--- src/design/pbt_pkg.sv ---
// constants, types and register map of the programmable binary timer
// Notes on behaviour
// - sixteen stage binary counter divides clock source
// - counter advances once per source rising edge
// - selects 00 give stage 13, 01 stage 10
// - selects 11 stage 16; 10 bypasses eight stages
// - power-up reset only while power_up_init_off low
// - any reset clears all stages at once
// - master reset works whatever power_up_init_off says
// - oscillator stopped while any reset active
// - external clock replaces and bypasses the oscillator
// - output shows out_polarity while held in reset
// - out_polarity high inverts output outside reset
// - mode high: selected stage drives output continuously
// - mode low: done_latch sets once, output holds
// - manual reset or mode change clears done_latch
package pbt_pkg;

	// ----------------------------------------
	// register map
	// ----------------------------------------
	localparam logic [3:0]  PBT_ADDR_CTRL  = 4'h0;
	localparam logic [3:0]  PBT_ADDR_STAT  = 4'h4;
	localparam logic [3:0]  PBT_ADDR_COUNT = 4'h8;

	// ----------------------------------------
	// control fields
	// ----------------------------------------
	localparam int          PBT_CTRL_W     = 5;
	localparam int          PBT_F_SEL_LO   = 0;
	localparam int          PBT_F_SEL_HI   = 1;
	localparam int          PBT_F_MODE     = 2;
	localparam int          PBT_F_POL      = 3;
	localparam int          PBT_F_EXT_SEL  = 4;
	localparam logic [4:0]  PBT_CTRL_RST   = 5'h04;

	// ----------------------------------------
	// status fields
	// ----------------------------------------
	localparam int          PBT_S_DONE     = 0;
	localparam int          PBT_S_OUT      = 1;
	localparam int          PBT_S_RESET    = 2;

	// ----------------------------------------
	// counter and stage selection
	// ----------------------------------------
	localparam int          PBT_CNT_W      = 16;
	localparam int          PBT_BYPASS_LSB = 8;
	localparam int          PBT_STAGE_00   = 13;
	localparam int          PBT_STAGE_01   = 10;
	localparam int          PBT_STAGE_10   = 16;
	localparam int          PBT_STAGE_11   = 16;

	// ----------------------------------------
	// internal oscillator model and state types
	// ----------------------------------------
	localparam int          PBT_DIV_W      = 4;
	localparam logic [3:0]  PBT_OSC_LAST   = 4'hf;

	typedef enum logic [1:0] {
		PBT_POR_ARM  = 2'b01,
		PBT_POR_IDLE = 2'b10
	} pbt_por_e;

	typedef struct packed {
		logic [PBT_CTRL_W-1:0] ctrl;
		logic [PBT_CNT_W-1:0]  cnt;
		logic                  done;
		logic                  tout;
		logic                  mode_q;
		pbt_por_e              por;
		logic                  ack;
		logic [31:0]           dat;
	} pbt_state_s;

	typedef struct packed {
		logic [PBT_DIV_W-1:0]  div;
		logic                  ext_q;
	} pbt_osc_s;

endpackage

--- src/design/pbt_osc.sv ---
// clock source of the timer: internal oscillator model or external clock
`timescale 1ns/1ps
`default_nettype none
module pbt_osc
	import pbt_pkg::*;
(
	input  wire logic clk_i,
	input  wire logic rst_i,
	input  wire logic run_i,
	input  wire logic ext_sel_i,
	input  wire logic ext_clk_i,
	output logic      tick_o
);
	import pbt_pkg::*;

	pbt_osc_s state;
	pbt_osc_s next_state;
	logic     osc_edge;
	logic     ext_edge;

	// ----------------------------------------
	// tick generation
	// ----------------------------------------
	always_comb
	begin
		next_state = state;
		next_state.ext_q = ext_clk_i;
		osc_edge = (state.div == PBT_OSC_LAST);
		ext_edge = ext_clk_i & ~state.ext_q;
		if (!run_i || ext_sel_i)
		begin
			next_state.div = '0;
		end
		else
		begin
			next_state.div = state.div + 4'h1;
		end
		tick_o = run_i & (ext_sel_i ? ext_edge : osc_edge);
	end

	always_ff @(posedge clk_i)
	begin
		if (rst_i)
		begin
			state <= '0;
		end
		else
		begin
			state <= next_state;
		end
	end

endmodule // pbt_osc
`default_nettype wire

--- src/design/pbt_timer.sv ---
// top of the programmable binary timer with its wishbone register slave
//
// Our own choices: the register offsets and the Wishbone interface to the registers.
`timescale 1ns/1ps
`default_nettype none
module pbt_timer
	import pbt_pkg::*;
(
	input  wire logic        clk_i,
	input  wire logic        rst_i,
	input  wire logic        wb_cyc_i,
	input  wire logic        wb_stb_i,
	input  wire logic        wb_we_i,
	input  wire logic [3:0]  wb_adr_i,
	input  wire logic [3:0]  wb_sel_i,
	input  wire logic [31:0] wb_dat_i,
	output logic      [31:0] wb_dat_o,
	output logic             wb_ack_o,
	input  wire logic        manual_reset_in_i,
	input  wire logic        power_up_init_off_i,
	input  wire logic        ext_clk_i,
	output logic             timer_out_o,
	output logic             done_latch_o
);
	import pbt_pkg::*;

	pbt_state_s state;
	pbt_state_s next_state;

	logic       tick;
	logic       por_pulse;
	logic       auto_rst;
	logic       reset_active;
	logic       sel_lo;
	logic       sel_hi;
	logic       mode;
	logic       pol;
	logic       ext_sel;
	logic       bypass;
	logic       stage_q;
	logic       mode_flip;
	logic       req;
	logic       wr_now;

	// ----------------------------------------
	// control decode
	// ----------------------------------------
	assign sel_lo  = state.ctrl[PBT_F_SEL_LO];
	assign sel_hi  = state.ctrl[PBT_F_SEL_HI];
	assign mode    = state.ctrl[PBT_F_MODE];
	assign pol     = state.ctrl[PBT_F_POL];
	assign ext_sel = state.ctrl[PBT_F_EXT_SEL];
	assign bypass  = sel_hi & ~sel_lo;

	// ----------------------------------------
	// reset sources
	// ----------------------------------------
	// one pulse after power-on
	assign por_pulse = (state.por == PBT_POR_ARM);
	assign auto_rst = por_pulse & ~power_up_init_off_i;
	assign reset_active = auto_rst | manual_reset_in_i;
	assign mode_flip = (mode != state.mode_q);

	// ----------------------------------------
	// clock source
	// ----------------------------------------
	// oscillator held off whenever a reset is active
	pbt_osc u_osc (
		.clk_i     (clk_i),
		.rst_i     (rst_i),
		.run_i     (~reset_active),
		.ext_sel_i (ext_sel),
		.ext_clk_i (ext_clk_i),
		.tick_o    (tick)
	);

	// ----------------------------------------
	// stage selection
	// ----------------------------------------
	always_comb
	begin
		// stage 13 for select 00, stage 10 for 01, stage 16 for both 10 and 11
		case ({sel_hi, sel_lo})
			2'b00:   stage_q = state.cnt[PBT_STAGE_00-1];
			2'b01:   stage_q = state.cnt[PBT_STAGE_01-1];
			2'b10:   stage_q = state.cnt[PBT_STAGE_10-1];
			2'b11:   stage_q = state.cnt[PBT_STAGE_11-1];
			default: stage_q = 1'b0;
		endcase
	end

	// ----------------------------------------
	// bus handshake
	// ----------------------------------------
	assign req    = wb_cyc_i & wb_stb_i;
	assign wr_now = req & wb_we_i & state.ack;

	// ----------------------------------------
	// next state
	// ----------------------------------------
	always_comb
	begin
		next_state = state;
		next_state.mode_q = mode;

		// power-up sequencing
		case (state.por)
			PBT_POR_ARM:  next_state.por = PBT_POR_IDLE;
			PBT_POR_IDLE: next_state.por = PBT_POR_IDLE;
			default:      next_state.por = PBT_POR_IDLE;
		endcase

		if (reset_active)
		begin
			next_state.cnt = '0;
		end
		else if (tick)
		begin
			if (bypass)
			begin
				next_state.cnt[PBT_CNT_W-1:PBT_BYPASS_LSB] =
					state.cnt[PBT_CNT_W-1:PBT_BYPASS_LSB] + 8'h01;
				next_state.cnt[PBT_BYPASS_LSB-1:0] = '0;
			end
			else
			begin
				next_state.cnt = state.cnt + 16'h0001;
			end
		end

		// restart on reset or mode change
		if (reset_active || mode_flip)
		begin
			next_state.done = 1'b0;
		end
		// latch on first high of stage
		else if (!mode && stage_q)
		begin
			next_state.done = 1'b1;
		end

		if (reset_active)
		begin
			next_state.tout = pol;
		end
		else if (mode)
		begin
			next_state.tout = stage_q ^ pol;
		end
		else
		begin
			next_state.tout = state.done ^ pol;
		end

		// single-cycle wishbone: ack one cycle after request, then drop
		next_state.ack = req & ~state.ack;
		next_state.dat = '0;
		if (req && !state.ack && !wb_we_i)
		begin
			case (wb_adr_i)
				PBT_ADDR_CTRL:  next_state.dat[PBT_CTRL_W-1:0] = state.ctrl;
				PBT_ADDR_STAT:
				begin
					next_state.dat[PBT_S_DONE]  = state.done;
					next_state.dat[PBT_S_OUT]   = state.tout;
					next_state.dat[PBT_S_RESET] = reset_active;
				end
				PBT_ADDR_COUNT: next_state.dat[PBT_CNT_W-1:0] = state.cnt;
				default:        next_state.dat = '0;
			endcase
		end
		// write lands at the edge where ack is sampled
		if (wr_now && wb_adr_i == PBT_ADDR_CTRL && wb_sel_i[0])
		begin
			next_state.ctrl = wb_dat_i[PBT_CTRL_W-1:0];
		end
	end

	// ----------------------------------------
	// state register
	// ----------------------------------------
	always_ff @(posedge clk_i)
	begin
		if (rst_i)
		begin
			state.ctrl   <= PBT_CTRL_RST;
			state.cnt    <= '0;
			state.done   <= 1'b0;
			state.tout   <= 1'b0;
			state.mode_q <= PBT_CTRL_RST[PBT_F_MODE];
			state.por    <= PBT_POR_ARM;
			state.ack    <= 1'b0;
			state.dat    <= '0;
		end
		else
		begin
			state <= next_state;
		end
	end

	assign wb_ack_o     = state.ack;
	assign wb_dat_o     = state.dat;
	assign timer_out_o  = state.tout;
	assign done_latch_o = state.done;

	// ----------------------------------------
	// checks
	// ----------------------------------------
	a_reset_clears_cnt: assert property (
		@(posedge clk_i) disable iff (rst_i)
		reset_active |=> (state.cnt == '0))
	else $error("counter not cleared by reset");

	a_osc_halted: assert property (
		@(posedge clk_i) disable iff (rst_i)
		reset_active |-> !tick)
	else $error("count tick during reset");

	a_out_reset_level: assert property (
		@(posedge clk_i) disable iff (rst_i)
		reset_active ##1 reset_active |-> (timer_out_o == $past(pol)))
	else $error("output not at polarity level in reset");

	a_count_step: assert property (
		@(posedge clk_i) disable iff (rst_i)
		(!reset_active && tick && !bypass)
			|=> (state.cnt == $past(state.cnt) + 16'h0001))
	else $error("counter did not advance by one");

	a_bypass_step: assert property (
		@(posedge clk_i) disable iff (rst_i)
		(!reset_active && tick && bypass)
			|=> (state.cnt[15:8] == $past(state.cnt[15:8]) + 8'h01)
			&& (state.cnt[7:0] == 8'h00))
	else $error("bypass count wrong");

	a_hold_no_tick: assert property (
		@(posedge clk_i) disable iff (rst_i)
		(!reset_active && !tick) |=> $stable(state.cnt))
	else $error("counter moved without a tick");

	a_done_sticks: assert property (
		@(posedge clk_i) disable iff (rst_i)
		(state.done && !reset_active && !mode_flip) |=> state.done)
	else $error("done latch lost without restart");

	a_done_sets: assert property (
		@(posedge clk_i) disable iff (rst_i)
		(!mode && !mode_flip && !reset_active && stage_q)
			|=> state.done ##1 ($past(reset_active) || $past(mode)
			|| (timer_out_o == !$past(pol))))
	else $error("single cycle did not latch");

	a_restart_clears: assert property (
		@(posedge clk_i) disable iff (rst_i)
		(mode_flip || manual_reset_in_i) |=> !state.done)
	else $error("restart did not clear done latch");

	a_init_off: assert property (
		@(posedge clk_i) disable iff (rst_i)
		(por_pulse && power_up_init_off_i && !manual_reset_in_i)
			|-> !reset_active)
	else $error("power-up reset not inhibited");

	a_recirc_out: assert property (
		@(posedge clk_i) disable iff (rst_i)
		(mode && !mode_flip && !reset_active && !wr_now)
			|=> (timer_out_o == ($past(stage_q) ^ $past(pol))))
	else $error("divider output wrong");

	a_por_once: assert property (
		@(posedge clk_i) disable iff (rst_i)
		por_pulse |=> !por_pulse [*4])
	else $error("power-up pulse repeated");

	a_wb_ack: assert property (
		@(posedge clk_i) disable iff (rst_i)
		(req && !wb_ack_o) |=> wb_ack_o ##1 !wb_ack_o)
	else $error("bus answer not one cycle");

	a_stage_thirteen: assert property (
		@(posedge clk_i) disable iff (rst_i)
		({sel_hi, sel_lo} == 2'b00) |-> (stage_q == state.cnt[12]))
	else $error("stage 13 not routed to output");

	a_stage_ten: assert property (
		@(posedge clk_i) disable iff (rst_i)
		({sel_hi, sel_lo} == 2'b01) |-> (stage_q == state.cnt[9]))
	else $error("stage 10 not routed to output");

	a_stage_sixteen: assert property (
		@(posedge clk_i) disable iff (rst_i)
		sel_hi |-> (stage_q == state.cnt[15]))
	else $error("stage 16 not routed to output");

	a_init_active: assert property (
		@(posedge clk_i) disable iff (rst_i)
		(por_pulse && !power_up_init_off_i) |-> reset_active)
	else $error("power-up reset missing");

	a_master_any: assert property (
		@(posedge clk_i) disable iff (rst_i)
		manual_reset_in_i |-> reset_active)
	else $error("master reset not applied");

	a_ext_tick: assert property (
		@(posedge clk_i) disable iff (rst_i)
		(ext_sel && !reset_active)
			|-> (tick == (ext_clk_i && !$past(ext_clk_i))))
	else $error("external edge not counted once");

	a_osc_period: assert property (
		@(posedge clk_i) disable iff (rst_i)
		(!ext_sel && !reset_active && tick)
			|=> (!tick || ext_sel))
	else $error("oscillator ticks back to back");

	a_single_out: assert property (
		@(posedge clk_i) disable iff (rst_i)
		(!reset_active && !mode)
			|=> (timer_out_o == ($past(state.done) ^ $past(pol))))
	else $error("single cycle output wrong");

	a_pol_invert: assert property (
		@(posedge clk_i) disable iff (rst_i)
		(!reset_active && mode && pol)
			|=> (timer_out_o == !$past(stage_q)))
	else $error("inverted output sense wrong");

	a_dat_idle: assert property (
		@(posedge clk_i) disable iff (rst_i)
		!wb_ack_o |-> (wb_dat_o == 32'h0))
	else $error("read data outside answer");

	a_ctrl_write: assert property (
		@(posedge clk_i) disable iff (rst_i)
		(wr_now && (wb_adr_i == PBT_ADDR_CTRL) && wb_sel_i[0])
			|=> (state.ctrl == $past(wb_dat_i[4:0])))
	else $error("control write lost");

endmodule // pbt_timer
`default_nettype wire

--- config.mk ---
export PLATFORM = sky130hd
export DESIGN_NAME = pbt_timer
export DESIGN_NICKNAME = d
export VERILOG_FILES = /design/src/design/pbt_pkg.sv /design/src/design/pbt_osc.sv /design/src/design/pbt_timer.sv
export SDC_FILE = /design/constraint.sdc
export NUM_CORES = 1
export LEC_CHECK = 0
export BUFFER_PORTS_ARGS = -buffer_cell sky130_fd_sc_hd__buf_2
export CAP_MARGIN = 20
export CORE_ASPECT_RATIO = 1.5
export CORE_MARGIN = 10
export CORE_UTILIZATION = 52
export CTS_BUF_LIST = sky130_fd_sc_hd__clkbuf_8
export DETAILED_ROUTE_END_ITERATION = 12
export PLACE_DENSITY = 0.87
export SLEW_MARGIN = 40
export SYNTH_ARGS = -nofsm -noshare
export SYNTH_HDL_FRONTEND = slang
export SYNTH_SLANG_ARGS = --single-unit
--- constraint.sdc ---
create_clock -name clk_i -period 3 [get_ports clk_i]
set_clock_uncertainty 0.05 [all_clocks]
set_input_delay 0.15 -clock clk_i [delete_from_list [all_inputs] [get_ports clk_i]]
set_output_delay 0.15 -clock clk_i [all_outputs]
set_load 0.02 [all_outputs]
==> results.md <==
| Item | Reported | Unit |
|---|---|---|
| Outcome | completed | - |
| Sum of overflow across all layers after global routing | 0 | - |
| Final Hold Viols | 0 | - |
| DRC violations left | 0 | - |
| Overall global routing resource usage | 0.119 | - |
| Layout area overhead | 6.29 | % |
| Peak supply drop | 0.521 | mV |
| # hold bufs at CTS | 0 | - |
| DRT Pass-1 Iters | 4 | - |
| Hold depth | 3 | - |
| Flip-flop count of the largest register after layout | 19 | - |
| Register-to-Register Path Depth | 5 | - |
| Start-to-end type of the worst setup path | flop to flop | - |
| Netlist area before placement | 2290 | µm² |
| Layout Cell Area excl Fill | 2430 | µm² |
| Total of max-cap violations | 0 | - |
| Post-cts resize count | 0 | - |
| Fraction of final layout cells with drive strength greater than 1 | 0.197 | - |
| Worst Path Required | 3.18 | ns |
| Later-pin clock latency in the skew report | 0.30 | ns |
| Post-synthesis async set-or-reset flop share | 0 | - |
| Global placement routability congestion | 0.879 | - |
| Sequential fraction of the synthesis area | 0.420 | - |
| Startpoint kind of the worst setup timing path | flop | - |
| Headroom to the max-slew limit | 0.520 | - |
| Hold crit path type | input port to flop | - |
| Top register by number of flip-flops | state | - |
| Ys Warns | 0 | - |
| Total wirelength of the detailed-routed design | 4380 | µm |
| Pwr/cell area | 515 | nW/µm² |
| Root buffer selected by CTS | sky130_fd_sc_hd__clkbuf_8 | - |
| Antenna Nets Post-Route | 0 | - |
| Number of sinks driven by the clock tree | 48 | - |
| Longest Clk Path Bufs | 2 | - |
| Post-placement setup slack | 0.963 | ns |
| Leakage | 0.995 | nW |
| Worst setup slack after layout | 0.966 | ns |
| Via count of the routed design | 1704 | - |
| Synth cell types | 46 | - |
| Full die area | 7510 | µm² |
| Post-layout minimum cycle time | 2.03 | ns |
| Number of instances in the synthesized netlist | 252 | - |
| Hold WS | 0.00533 | ns |
| Main area contributors after synthesis | sky130_fd_sc_hd__dfxtp_1, sky130_fd_sc_hd__buf_4, sky130_fd_sc_hd__mux2i_1 | - |
| Total CTS buffers | 5 | - |
| Final critical-path share of the clock period | 0.678 | - |
| Post-synth top area cell | sky130_fd_sc_hd__dfxtp_1 | - |
| Average cell area after synthesis | 9.08 | µm² |
| Number of synthesized register bits | 48 | - |
| Die W | 74.2 | µm |
| Upper clock frequency limit | 492 | MHz |
| Placeable Area | 4250 | µm² |
| DR iter-0 viols | 46 | - |
| Starting density of the core | 0.539 | - |
| Antenna violations before repair | 0 | - |
| Number of buffers inserted by port buffering | 36 | - |
| Slew at the pin closest to its max-slew limit | 0.715 | ns |
| Power consumption | 1.25 | mW |
| Vias per inst | 5.41 | - |
| Final Slew Violations | 0 | - |
| CTS clk-pin slew, worst paths | 0.09 | ns |
| Number of levels the H-tree was split into | 2 | - |
| Half-perimeter wire length after detailed placement | 3330 | µm |
| Diode count | 0 | - |
| First-pass GRT wire length | 7170 | µm |
| Unrepaired setup endpoints after global routing | false | - |
| Crit path max fanout | 19 | - |
| Per-cell routed wire length | 13.9 | µm |
| Clock tree from TritonCTS | built | - |
| Critical path data arrival time | 2.22 | ns |
| Vias in the first global route | 1677 | - |
| Kind of capture point of the worst setup path | flop | - |
| Predominant post-synthesis flop cell | sky130_fd_sc_hd__dfxtp_1 | - |
| Fillers | 389 | - |
| Layout Nets | 319 | - |
| Count of flip-flops with a built-in enable after synthesis | 0 | - |
| Share of Yosys cell area claimed by the top area cell type | 0.420 | - |
| Height of the chip | 101 | µm |
| Boundary Pins | 83 | - |
| Largest net degree at the start of global routing | 20 | - |
| Final total negative setup slack | 0 | ns |
| Total of endpoints with negative setup slack in the final report | 0 | - |
| Std-Cell Rows | 29 | - |
| Post-placement cell area | 2290 | µm² |
| Buffers inserted by post-CTS timing repair | 0 | - |
==> where the power goes <==
group / switching, mW / total [mW] / internal [mW]
clock: 0.216 / 0.551 / 0.335
sequential: 0.00220 / 0.643 / 0.641
combinational: 0.0410 / 0.0571 / 0.0161
==> kinds of logic after synthesis <==
group           synth area share
compound gates             0.126
mux                       0.0487
buf+inv                    0.132
other cells              0.00164
simple gates               0.243
flops                      0.420
xor+xnor                  0.0115
fa+ha+maj                 0.0164
==> per-layer routing <==
layer  vias to the layer above  part of all wire  GRT usage
met4                         0             0.034     0.0734
met3                        10             0.075     0.0440
li1                        880                 -          -
met2                        44              0.52      0.217
met1                       770              0.37      0.107
met5                         -                 0          0
==> area by class of cell <==
| type | count | area, µm² | area share |
|---|---|---|---|
| Clock buffer | 5 | 68.8 | 0.0283 |
| Clock inverter | 3 | 68.8 | 0.0283 |
| Inverter | 4 | 15.0 | 0.00618 |
| Multi-Input combinational cell | 173 | 1080 | 0.444 |
| Sequential cell | 48 | 961 | 0.395 |
| Tap cell | 46 | 57.6 | 0.0237 |
| Timing Repair Buffer | 36 | 180 | 0.0741 |
==> stage by stage <==
step | utilization | instances
final | 0.573 | 315
after global routing | 0.573 | 315
after CTS | 0.573 | 315
after detailed placement | 0.540 | 307
after global placement | 0.540 | 307
after floorplan | - | 267
==> path summary, 6_finish.rpt <==
path | end | startpoint | slack (ns)
hold / removal | mode | wb_dat_i[2] | 0.005
setup / recovery | state[53] | u_osc.state[1] | 0.97
setup reg to reg | state[53] | u_osc.state[1] | 0.97
hold reg to reg | u_osc.state[1] | u_osc.state[1] | 0.41
==> cell usage after synthesis, types with 2 or more instances <==
| master | n |
|---|---|
| sky130_fd_sc_hd__dfxtp_1 | 48 |
| sky130_fd_sc_hd__buf_4 | 33 |
| sky130_fd_sc_hd__a21oi_1 | 18 |
| sky130_fd_sc_hd__nand2_1 | 13 |
| sky130_fd_sc_hd__and2_1 | 12 |
| sky130_fd_sc_hd__nor2_1 | 12 |
| sky130_fd_sc_hd__mux2i_1 | 10 |
| sky130_fd_sc_hd__nand3_1 | 9 |
| sky130_fd_sc_hd__o21ai_0 | 9 |
| sky130_fd_sc_hd__nor3_1 | 8 |
| sky130_fd_sc_hd__or4_1 | 8 |
| sky130_fd_sc_hd__o31ai_1 | 7 |
| sky130_fd_sc_hd__or3_1 | 7 |
| sky130_fd_sc_hd__buf_2 | 5 |
| sky130_fd_sc_hd__nor2b_1 | 5 |
| sky130_fd_sc_hd__clkbuf_1 | 4 |
| sky130_fd_sc_hd__inv_1 | 4 |
| sky130_fd_sc_hd__ha_1 | 3 |
| sky130_fd_sc_hd__nand2b_1 | 3 |
| sky130_fd_sc_hd__nand4_1 | 3 |
| sky130_fd_sc_hd__a211oi_1 | 2 |
| sky130_fd_sc_hd__nor3b_1 | 2 |
| sky130_fd_sc_hd__o311ai_0 | 2 |
| sky130_fd_sc_hd__or2_2 | 2 |
| sky130_fd_sc_hd__xnor2_1 | 2 |
==> critical path: stages, from the launching register on <==
cell and delay, ns:
sky130_fd_sc_hd__dfxtp_1 0.36, sky130_fd_sc_hd__ha_1 0.22, sky130_fd_sc_hd__and4b_1 0.30, sky130_fd_sc_hd__o211ai_2 0.31
sky130_fd_sc_hd__or4_1 0.58, sky130_fd_sc_hd__a21oi_1 0.15
==> cell usage in the layout (no fill, tap or decap), types with 7 or more instances in the layout <==
master	Yosys	routed
sky130_fd_sc_hd__nor3_1	8	8
sky130_fd_sc_hd__buf_2	5	36
sky130_fd_sc_hd__dfxtp_1	48	48
sky130_fd_sc_hd__o31ai_1	7	7
sky130_fd_sc_hd__and2_1	12	12
sky130_fd_sc_hd__nand2_1	13	13
sky130_fd_sc_hd__nand3_1	9	9
sky130_fd_sc_hd__or4_1	8	8
sky130_fd_sc_hd__conb_1	1	16
sky130_fd_sc_hd__nor2_1	12	12
sky130_fd_sc_hd__or3_1	7	7
sky130_fd_sc_hd__a21oi_1	18	18
sky130_fd_sc_hd__mux2i_1	10	10
sky130_fd_sc_hd__o21ai_0	9	9
Note: power is estimated with default switching activity, not from simulation.
